### src/rtl/placeholder_unused.sv
// Intentionally empty compilation unit
`timescale 1ns/1ps

### src/common/bsd_pkg.sv
// Constants and types for the boot-strap decoder
// What this block does
// - Strap bits 2..0 pick PLL reference: 19.2,20,24,25,26,27 MHz; 110/111 reserved.
// - Strap bits 6..3 pick the primary boot device; 0000, 0100, 0101 reserved.
// - Strap bits 12..10 pick the backup boot device; 010 and 100 reserved.
// - Backup is tried after primary fails, or at once for a reserved primary code; never when backup is none.
// - Strap bit 13 configures backup: mode for USB, port for MMC/SD, else reserved.
// - Straps are set before power-up and taken at the end of power-on reset.
package bsd_pkg;

  // ----------------------------------------
  // Strap word layout
  // ----------------------------------------
  localparam int unsigned BSD_STRAP_W = 16;
  localparam int unsigned BSD_PLL_LSB = 0;
  localparam int unsigned BSD_PRI_LSB = 3;
  localparam int unsigned BSD_PCFG_LSB = 7;
  localparam int unsigned BSD_BAK_LSB = 10;
  localparam int unsigned BSD_BCFG_BIT = 13;

  // ----------------------------------------
  // Field codes
  // ----------------------------------------
  localparam logic [2:0] BSD_PLL_19M2 = 3'h0;
  localparam logic [2:0] BSD_PLL_20M = 3'h1;
  localparam logic [2:0] BSD_PLL_24M = 3'h2;
  localparam logic [2:0] BSD_PLL_25M = 3'h3;
  localparam logic [2:0] BSD_PLL_26M = 3'h4;
  localparam logic [2:0] BSD_PLL_27M = 3'h5;
  localparam logic [3:0] BSD_PRI_RSVD0 = 4'h0;
  localparam logic [3:0] BSD_PRI_RSVD4 = 4'h4;
  localparam logic [3:0] BSD_PRI_RSVD5 = 4'h5;
  localparam logic [3:0] BSD_PRI_NOBOOT = 4'hf;
  localparam logic [2:0] BSD_BAK_NONE = 3'h0;
  localparam logic [2:0] BSD_BAK_USB = 3'h1;
  localparam logic [2:0] BSD_BAK_RSVD2 = 3'h2;
  localparam logic [2:0] BSD_BAK_UART = 3'h3;
  localparam logic [2:0] BSD_BAK_RSVD4 = 3'h4;
  localparam logic [2:0] BSD_BAK_MMCSD = 3'h5;
  localparam logic [2:0] BSD_BAK_SPI = 3'h6;
  localparam logic [2:0] BSD_BAK_I2C = 3'h7;

  // ----------------------------------------
  // Reset values
  // ----------------------------------------
  localparam logic [15:0] BSD_STRAP_RST = 16'h0000;
  localparam logic BSD_PIN_RST = 1'b0;

  // Boot sequencing states
  typedef enum logic [2:0] {
    BSD_ST_HOLD,
    BSD_ST_PRIMARY,
    BSD_ST_BACKUP,
    BSD_ST_DONE,
    BSD_ST_HALT
  } bsd_state_t;

endpackage

### src/rtl/bsd_sync.sv
// Three-stage pin synchroniser with agreement filter
`timescale 1ns/1ps
module bsd_sync
(
  // Clock and reset
  input wire logic clk_i,
  input wire logic rst_i,
  // Pin and filtered level
  input wire logic pin_i,
  output logic level_o
);

  logic s1_q;
  logic s2_q;
  logic s3_q;

  // Shift chain; first stage feeds only the second
  always_ff @(posedge clk_i)
  begin
    if (rst_i)
    begin
      s1_q <= bsd_pkg::BSD_PIN_RST;
      s2_q <= bsd_pkg::BSD_PIN_RST;
      s3_q <= bsd_pkg::BSD_PIN_RST;
    end
    else
    begin
      s1_q <= pin_i;
      s2_q <= s1_q;
      s3_q <= s2_q;
    end
  end

  // Level moves only when stages two and three agree
  always_ff @(posedge clk_i)
  begin
    if (rst_i)
      level_o <= bsd_pkg::BSD_PIN_RST;
    else if (s2_q == s3_q)
      level_o <= s3_q;
  end

endmodule

### src/rtl/bsd_top.sv
// Boot-strap word capture, field decode and primary/backup boot sequencing
`timescale 1ns/1ps
module bsd_top
(
  // Clock and reset
  input wire logic clk_i,
  input wire logic rst_i,
  // Pins from the board
  input wire logic [15:0] strap_i,
  input wire logic cold_reset_n_i,
  input wire logic main_warm_reset_n_i,
  // Boot attempt results from the loader
  input wire logic boot_ok_i,
  input wire logic boot_fail_i,
  // Captured selection
  output logic strap_valid_o,
  output logic [2:0] pll_ref_sel_o,
  output logic pll_ref_rsvd_o,
  output logic [3:0] primary_sel_o,
  output logic primary_rsvd_o,
  output logic [2:0] primary_cfg_o,
  output logic [2:0] backup_sel_o,
  output logic backup_rsvd_o,
  output logic backup_cfg_o,
  // Boot sequencing
  output logic try_primary_o,
  output logic try_backup_o,
  output logic boot_done_o,
  output logic boot_halt_o
);

  // ----------------------------------------
  // Pin synchronisers
  // ----------------------------------------
  localparam int unsigned PIN_N = 18;

  logic [PIN_N-1:0] pin_raw;
  logic [PIN_N-1:0] pin_lvl;
  logic [15:0] strap_lvl;
  logic cold_lvl;
  logic warm_lvl;
  logic cold_prev_q;
  logic capture;
  logic [2:0] pll_f;
  logic [3:0] pri_f;
  logic [2:0] bak_f;
  logic bak_has_cfg;
  logic pri_rsvd_f;
  logic bak_rsvd_f;
  bsd_pkg::bsd_state_t state_q;
  bsd_pkg::bsd_state_t state_d;
  logic backup_usable;

  assign pin_raw = {main_warm_reset_n_i, cold_reset_n_i, strap_i};

  // One filter per pin; resets read as asserted until proven released
  generate
    for (genvar i = 0; i < PIN_N; i++)
    begin : g_sync
      bsd_sync u_sync
      (
        .clk_i(clk_i),
        .rst_i(rst_i),
        .pin_i(pin_raw[i]),
        .level_o(pin_lvl[i])
      );
    end
  endgenerate

  assign strap_lvl = pin_lvl[15:0];
  assign cold_lvl = pin_lvl[16];
  assign warm_lvl = pin_lvl[17];

  // ----------------------------------------
  // Capture at end of power-on reset
  // ----------------------------------------
  // Release edge of cold reset
  always_ff @(posedge clk_i)
  begin
    if (rst_i)
      cold_prev_q <= 1'b0;
    else
      cold_prev_q <= cold_lvl;
  end

  assign capture = cold_lvl && !cold_prev_q;

  // Field slicing; bits 15..14 are never looked at
  assign pll_f = strap_lvl[bsd_pkg::BSD_PLL_LSB +: 3];
  assign pri_f = strap_lvl[bsd_pkg::BSD_PRI_LSB +: 4];
  assign bak_f = strap_lvl[bsd_pkg::BSD_BAK_LSB +: 3];
  assign pri_rsvd_f = (pri_f == bsd_pkg::BSD_PRI_RSVD0) ||
                      (pri_f == bsd_pkg::BSD_PRI_RSVD4) ||
                      (pri_f == bsd_pkg::BSD_PRI_RSVD5);
  assign bak_rsvd_f = (bak_f == bsd_pkg::BSD_BAK_RSVD2) ||
                      (bak_f == bsd_pkg::BSD_BAK_RSVD4);
  assign bak_has_cfg = (bak_f == bsd_pkg::BSD_BAK_USB) ||
                       (bak_f == bsd_pkg::BSD_BAK_MMCSD);

  // Word held from capture until the next power-on reset; warm reset keeps it.
  // Undriven straps pull down, so an empty board captures all zeros.
  always_ff @(posedge clk_i)
  begin
    if (rst_i)
    begin
      strap_valid_o <= 1'b0;
      pll_ref_sel_o <= bsd_pkg::BSD_STRAP_RST[2:0];
      pll_ref_rsvd_o <= 1'b0;
      primary_sel_o <= bsd_pkg::BSD_STRAP_RST[3:0];
      primary_rsvd_o <= 1'b0;
      primary_cfg_o <= bsd_pkg::BSD_STRAP_RST[2:0];
      backup_sel_o <= bsd_pkg::BSD_STRAP_RST[2:0];
      backup_rsvd_o <= 1'b0;
      backup_cfg_o <= 1'b0;
    end
    else if (!cold_lvl)
      strap_valid_o <= 1'b0;
    else if (capture)
    begin
      strap_valid_o <= 1'b1;
      pll_ref_sel_o <= pll_f;
      pll_ref_rsvd_o <= (pll_f > bsd_pkg::BSD_PLL_27M);
      primary_sel_o <= pri_f;
      primary_rsvd_o <= pri_rsvd_f;
      primary_cfg_o <= strap_lvl[bsd_pkg::BSD_PCFG_LSB +: 3];
      backup_sel_o <= bak_f;
      backup_rsvd_o <= bak_rsvd_f;
      // Reserved config bit is masked so loaders never see stray values
      backup_cfg_o <= bak_has_cfg && strap_lvl[bsd_pkg::BSD_BCFG_BIT];
    end
  end

  // ----------------------------------------
  // Boot sequencing
  // ----------------------------------------
  assign backup_usable = (backup_sel_o != bsd_pkg::BSD_BAK_NONE) && !backup_rsvd_o;

  // Next state; a reserved primary code counts as a failed primary
  always_comb
  begin
    state_d = state_q;
    case (state_q)
      bsd_pkg::BSD_ST_HOLD:
      begin
        if (strap_valid_o && cold_lvl && warm_lvl)
        begin
          if (primary_sel_o == bsd_pkg::BSD_PRI_NOBOOT)
            state_d = bsd_pkg::BSD_ST_HALT;
          else if (!primary_rsvd_o)
            state_d = bsd_pkg::BSD_ST_PRIMARY;
          else if (backup_usable)
            state_d = bsd_pkg::BSD_ST_BACKUP;
          else
            state_d = bsd_pkg::BSD_ST_HALT;
        end
      end
      bsd_pkg::BSD_ST_PRIMARY:
      begin
        if (boot_ok_i)
          state_d = bsd_pkg::BSD_ST_DONE;
        else if (boot_fail_i)
          state_d = backup_usable ? bsd_pkg::BSD_ST_BACKUP : bsd_pkg::BSD_ST_HALT;
      end
      bsd_pkg::BSD_ST_BACKUP:
      begin
        if (boot_ok_i)
          state_d = bsd_pkg::BSD_ST_DONE;
        else if (boot_fail_i)
          state_d = bsd_pkg::BSD_ST_HALT;
      end
      default:
        state_d = state_q;
    endcase
    // Either reset restarts the sequence: warm from the held word, cold from a new capture
    if (!cold_lvl || !warm_lvl)
      state_d = bsd_pkg::BSD_ST_HOLD;
  end

  // State register
  always_ff @(posedge clk_i)
  begin
    if (rst_i)
      state_q <= bsd_pkg::BSD_ST_HOLD;
    else
      state_q <= state_d;
  end

  // Registered status, aligned with the state register
  always_ff @(posedge clk_i)
  begin
    if (rst_i)
    begin
      try_primary_o <= 1'b0;
      try_backup_o <= 1'b0;
      boot_done_o <= 1'b0;
      boot_halt_o <= 1'b0;
    end
    else
    begin
      try_primary_o <= (state_d == bsd_pkg::BSD_ST_PRIMARY);
      try_backup_o <= (state_d == bsd_pkg::BSD_ST_BACKUP);
      boot_done_o <= (state_d == bsd_pkg::BSD_ST_DONE);
      boot_halt_o <= (state_d == bsd_pkg::BSD_ST_HALT);
    end
  end

  // ----------------------------------------
  // Assertions
  // ----------------------------------------
  a_pll_capture: assert property (@(posedge clk_i) disable iff (rst_i)
    capture |=> (pll_ref_sel_o == $past(strap_lvl[2:0])) &&
                (pll_ref_rsvd_o == ($past(strap_lvl[2:1]) == 2'b11)))
    else $error("pll reference field not captured");

  a_primary_capture: assert property (@(posedge clk_i) disable iff (rst_i)
    capture |=> (primary_sel_o == $past(strap_lvl[6:3])) &&
                (primary_rsvd_o == ($past(strap_lvl[6:3]) inside {4'h0, 4'h4, 4'h5})))
    else $error("primary device field not captured");

  a_backup_capture: assert property (@(posedge clk_i) disable iff (rst_i)
    capture |=> (backup_sel_o == $past(strap_lvl[12:10])) &&
                (backup_rsvd_o == ($past(strap_lvl[12:10]) inside {3'h2, 3'h4})))
    else $error("backup device field not captured");

  a_backup_cfg_mask: assert property (@(posedge clk_i) disable iff (rst_i)
    backup_cfg_o |-> (backup_sel_o == 3'h1) || (backup_sel_o == 3'h5))
    else $error("backup config set for device without config");

  a_pcfg_capture: assert property (@(posedge clk_i) disable iff (rst_i)
    capture |=> primary_cfg_o == $past(strap_lvl[9:7]))
    else $error("primary config not passed through");

  a_backup_not_none: assert property (@(posedge clk_i) disable iff (rst_i)
    try_backup_o |-> (backup_sel_o != 3'h0) && !backup_rsvd_o)
    else $error("backup attempted with none selected");

  a_backup_cause: assert property (@(posedge clk_i) disable iff (rst_i)
    $rose(try_backup_o) |-> ($past(boot_fail_i) && $past(try_primary_o)) ||
                            (primary_rsvd_o && !$past(try_primary_o)))
    else $error("backup attempted without primary failure");

  a_hold_in_reset: assert property (@(posedge clk_i) disable iff (rst_i)
    !cold_lvl |=> !strap_valid_o && !try_primary_o && !try_backup_o)
    else $error("boot activity during power-on reset");

  a_start_primary: assert property (@(posedge clk_i) disable iff (rst_i)
    capture && warm_lvl && !pri_rsvd_f && (pri_f != 4'hf) |=> ##1 try_primary_o)
    else $error("primary not started after power-on reset");

endmodule

### config.mk
export PLATFORM = sky130hd
export DESIGN_NAME = bsd_top
export DESIGN_NICKNAME = d
export VERILOG_FILES = /design/src/rtl/placeholder_unused.sv /design/src/common/bsd_pkg.sv /design/src/rtl/bsd_sync.sv /design/src/rtl/bsd_top.sv
export SDC_FILE = /design/constraint.sdc
export NUM_CORES = 1
export LEC_CHECK = 0
export BUFFER_PORTS_ARGS = -buffer_cell sky130_fd_sc_hd__clkbuf_2
export CAP_MARGIN = 25
export CORE_ASPECT_RATIO = 1.75
export CORE_UTILIZATION = 30
export CTS_BUF_LIST = sky130_fd_sc_hd__clkbuf_16
export DETAILED_ROUTE_END_ITERATION = 12
export PLACE_DENSITY = 0.47
export SETUP_SLACK_MARGIN = 0.3
export SLEW_MARGIN = 20
export SYNTH_ARGS = -nofsm -noshare
export SYNTH_HDL_FRONTEND = slang
export SYNTH_SLANG_ARGS = --single-unit
### constraint.sdc
create_clock -name clk_i -period 1.9 [get_ports clk_i]
set_input_delay 0.38 -clock clk_i [delete_from_list [all_inputs] [get_ports clk_i]]
set_output_delay 0.38 -clock clk_i [all_outputs]
set_load 0.01 [all_outputs]
==> impl_metrics.json <==
{
  "status": "complete, no violations",
  "synth.avg_cell_area_um2": 9.76,
  "grt_pass1_wl_um": 8840,
  "hpwl_um": 3500,
  "grt_max_degree": 83,
  "hp-class": "in -> reg",
  "dr.pass1.iters": 4,
  "fin_nets": 369,
  "hold_depth": 2,
  "dr.first_iter.drc_count": 111,
  "hold_end": "g_sync[0].u_sync.s1_q$_SDFF_PP0_",
  "synth_top_area_share_pct": 61.9,
  "worst_pin_slew_ps": 387,
  "final_common_cell": "dfxtp_1",
  "clock_sinks": 90,
  "drc": 0,
  "clk_pin_slew_worst_paths_ps": 60,
  "dr_total_vias": 2054,
  "initial_core_util_pct": 30.7,
  "syn_area_mm2": 0.00291,
  "reg2reg_slack_ps": 340,
  "synth_cell_types": 32,
  "max_stage_delay_ps": 470,
  "area_growth_pct": 25.0,
  "power_leakage_nw": 1.36,
  "critPathTopFamily": "simple AND/OR/NAND/NOR gates",
  "finalClockSkew_ps": 7.14,
  "coreArea_mm2": 0.00947,
  "post-route-util_pct": 38.4,
  "setup_viol": 0,
  "worstPathCellList": "nand4b_1, buf_4, a311oi_2, or4bb_1, and4b_1",
  "dieArea_mm2": 0.0101,
  "drive_gt1_share_pct": 22.4,
  "mostFrequentLayoutCells": "86 x dfxtp_1, 51 x nor2b_1, 47 x nand2_1",
  "hp-start": "strap_i[0]",
  "finalCritPeriodShare_pct": 82.4,
  "rsz0062_at_grt": "yes",
  "synth_nets": 320,
  "rr_worst_depth": 5,
  "critPathArrivalTime_ps": 1790,
  "yosysWarnings": 0,
  "routed_wl_um": 5290,
  "fin_setup_tns_ps": 0,
  "finalHoldViolCount": 0,
  "num_antenna_cells": 0,
  "io_pins": 44,
  "cp-end-kind": "flop",
  "cp_num_buf_inv": 1,
  "period_minus_slack_ps": 1560,
  "criticalPathCategory": "reg -> reg",
  "critical_path.slowest_cell": "or4bb_1",
  "slew_viol_final": 0,
  "synth_area_leader_cell": "dfxtp_1",
  "slew_headroom_pct": 73.6,
  "antenna_found_initial": 0,
  "cts_buffers": 9,
  "cts_tree": "built",
  "grt_use_total_pct": 11.4,
  "via_per_inst": 4.33,
  "post_drt_wl_per_cell_um": 11.2,
  "grt_pass1_vias": 1931,
  "irDropWorstVdd_mv": 0.685,
  "synth.area.top_cells": "dfxtp_1 62%, nor2b_1 11%, nand2_1 6.1%, a21oi_1 5.7%, o21ai_0 2.9%",
  "cts_max_path_buffers": 2,
  "reg2reg_to": "boot_halt_o$_SDFF_PP0_",
  "grt_overflow": 0,
  "die_width_um": 76.4,
  "r2r-start": "state_q[1]$_SDFF_PP0_",
  "cts-root-buf": "clkbuf_16",
  "max_cap_viol_count": 0,
  "max_freq_mhz": 639,
  "h-tree-depth": 3,
  "seq_area_frac_synth_pct": 61.9,
  "synth_cells": 298,
  "power_density_mw_per_mm2": 1040,
  "ant_nets": 0,
  "crit_fanout": 6,
  "worstSkewPairLatency_ps": 330,
  "cp.required_ps": 2130,
  "routabilityCongestion": 0.830,
  "die_h_um": 132,
  "rows": 47,
  "startpoint_type": "flop",
  "synth_seq_cells": 90,
  "io_buffers": 41
}
-- how the worst max path moves through the flow --
stage | from | to | slack (ps) | cells past startpoint
3_3_place_gp | primary_sel_o[2]$_SDFFE_PP0P_ | try_primary_o$_SDFF_PP0_ | 270 | 5
2_1_floorplan | primary_rsvd_o$_SDFFE_PP0P_ | boot_halt_o$_SDFF_PP0_ | 400 | 4
5_1_grt | primary_sel_o[3]$_SDFFE_PP0P_ | try_primary_o$_SDFF_PP0_ | 250 | 5
4_1_cts | backup_sel_o[0]$_SDFFE_PP0P_ | state_q[2]$_SDFF_PP0_ | 300 | 5
6_report | state_q[1]$_SDFF_PP0_ | boot_halt_o$_SDFF_PP0_ | 340 | 5
3_5_place_dp | primary_rsvd_o$_SDFFE_PP0P_ | boot_halt_o$_SDFF_PP0_ | 270 | 4
-- metrics by stage --
step           worst slack (ps)  instances  cell area [um2]  power [W]  hold slack, ps
2_1_floorplan               398        298             2910    0.00204             414
3_3_place_gp                273        454             3270    0.00207             418
3_5_place_dp                269        454             3270    0.00207             420
4_1_cts                     302        472             3600    0.00385             236
5_1_grt                     250        474             3640    0.00395             246
6_report                    335        474             3640    0.00380             247
-- final cells by class --
cell class,instances,area [um2]
Fill cell,952,5830
Timing Repair Buffer,51,293
Inverter,5,18.8
Multi-Input combinational cell,190,1060
Sequential cell,90,1810
Clock buffer,9,225
Tap cell,122,153
Clock inverter,7,76.3
-- synthesized netlist by cell type (all sizes together) --
| master | n |
|---|---|
| a2111oi | 1 |
| a211oi | 1 |
| a21boi | 1 |
| a21oi | 33 |
| a311oi | 1 |
| a31oi | 2 |
| and4b | 1 |
| buf | 2 |
| clkbuf | 11 |
| dfxtp | 90 |
| inv | 5 |
| nand2 | 47 |
| nand2b | 1 |
| nand3 | 3 |
| nand3b | 3 |
| nand4 | 1 |
| nand4b | 2 |
| nor2 | 9 |
| nor2b | 51 |
| nor3 | 3 |
| nor3b | 2 |
| nor4 | 1 |
| nor4b | 2 |
| o2111ai | 1 |
| o211ai | 3 |
| o21ai | 17 |
| or2 | 1 |
| or4b | 1 |
| or4bb | 1 |
| xnor2 | 1 |
-- state kept, by name (all words and copies together), names as in the netlist, 3 cells and up --
| register | count |
|---|---|
| backup_sel_o | 3 |
| g_sync.u_sync.level_o | 16 |
| g_sync.u_sync.s1_q | 16 |
| g_sync.u_sync.s2_q | 16 |
| g_sync.u_sync.s3_q | 16 |
| pll_ref_sel_o | 3 |
| primary_cfg_o | 3 |
| primary_sel_o | 4 |
| state_q | 3 |
-- report_power, final --
part	switching, W	total (W)	internal (W)
sequential	0.0000148	0.00194	0.00193
clock	0.000739	0.00177	0.00103
combinational	0.0000432	0.0000860	0.0000428
total	0.000797	0.00380	0.00300
-- kinds of logic (layout without fill, tap and decap cells) --
family / after synthesis / in the layout / share of synthesized area [%]
AND/OR/NAND/NOR: 129 / 129 / 24.0
AO/OA/AOI/OAI: 60 / 60 / 11.4
buffers and inverters: 18 / 72 / 2.37
flip-flops: 90 / 90 / 61.9
XOR/XNOR: 1 / 1 / 0.301
-- per-layer routing --
layer	global-route usage (%)	part of all wire (%)	wire length, um	vias up
met5	0	0	0	-
met4	10.1	5.2	274	0
met3	3.04	4.2	223	19
met2	18.2	46	2450	51
met1	12.2	44	2340	893
li1	-	-	-	1091
-- timing repair --
action,in CTS,in global routing
endpoints found under the hold margin,0,0
buffers inserted,2,2
pin swaps,2,2
cloned,0,0
gates resized for setup,2,7
hold buffers,0,0
setup endpoints to repair,2,6
Note: power is estimated with default switching activity, not from simulation.
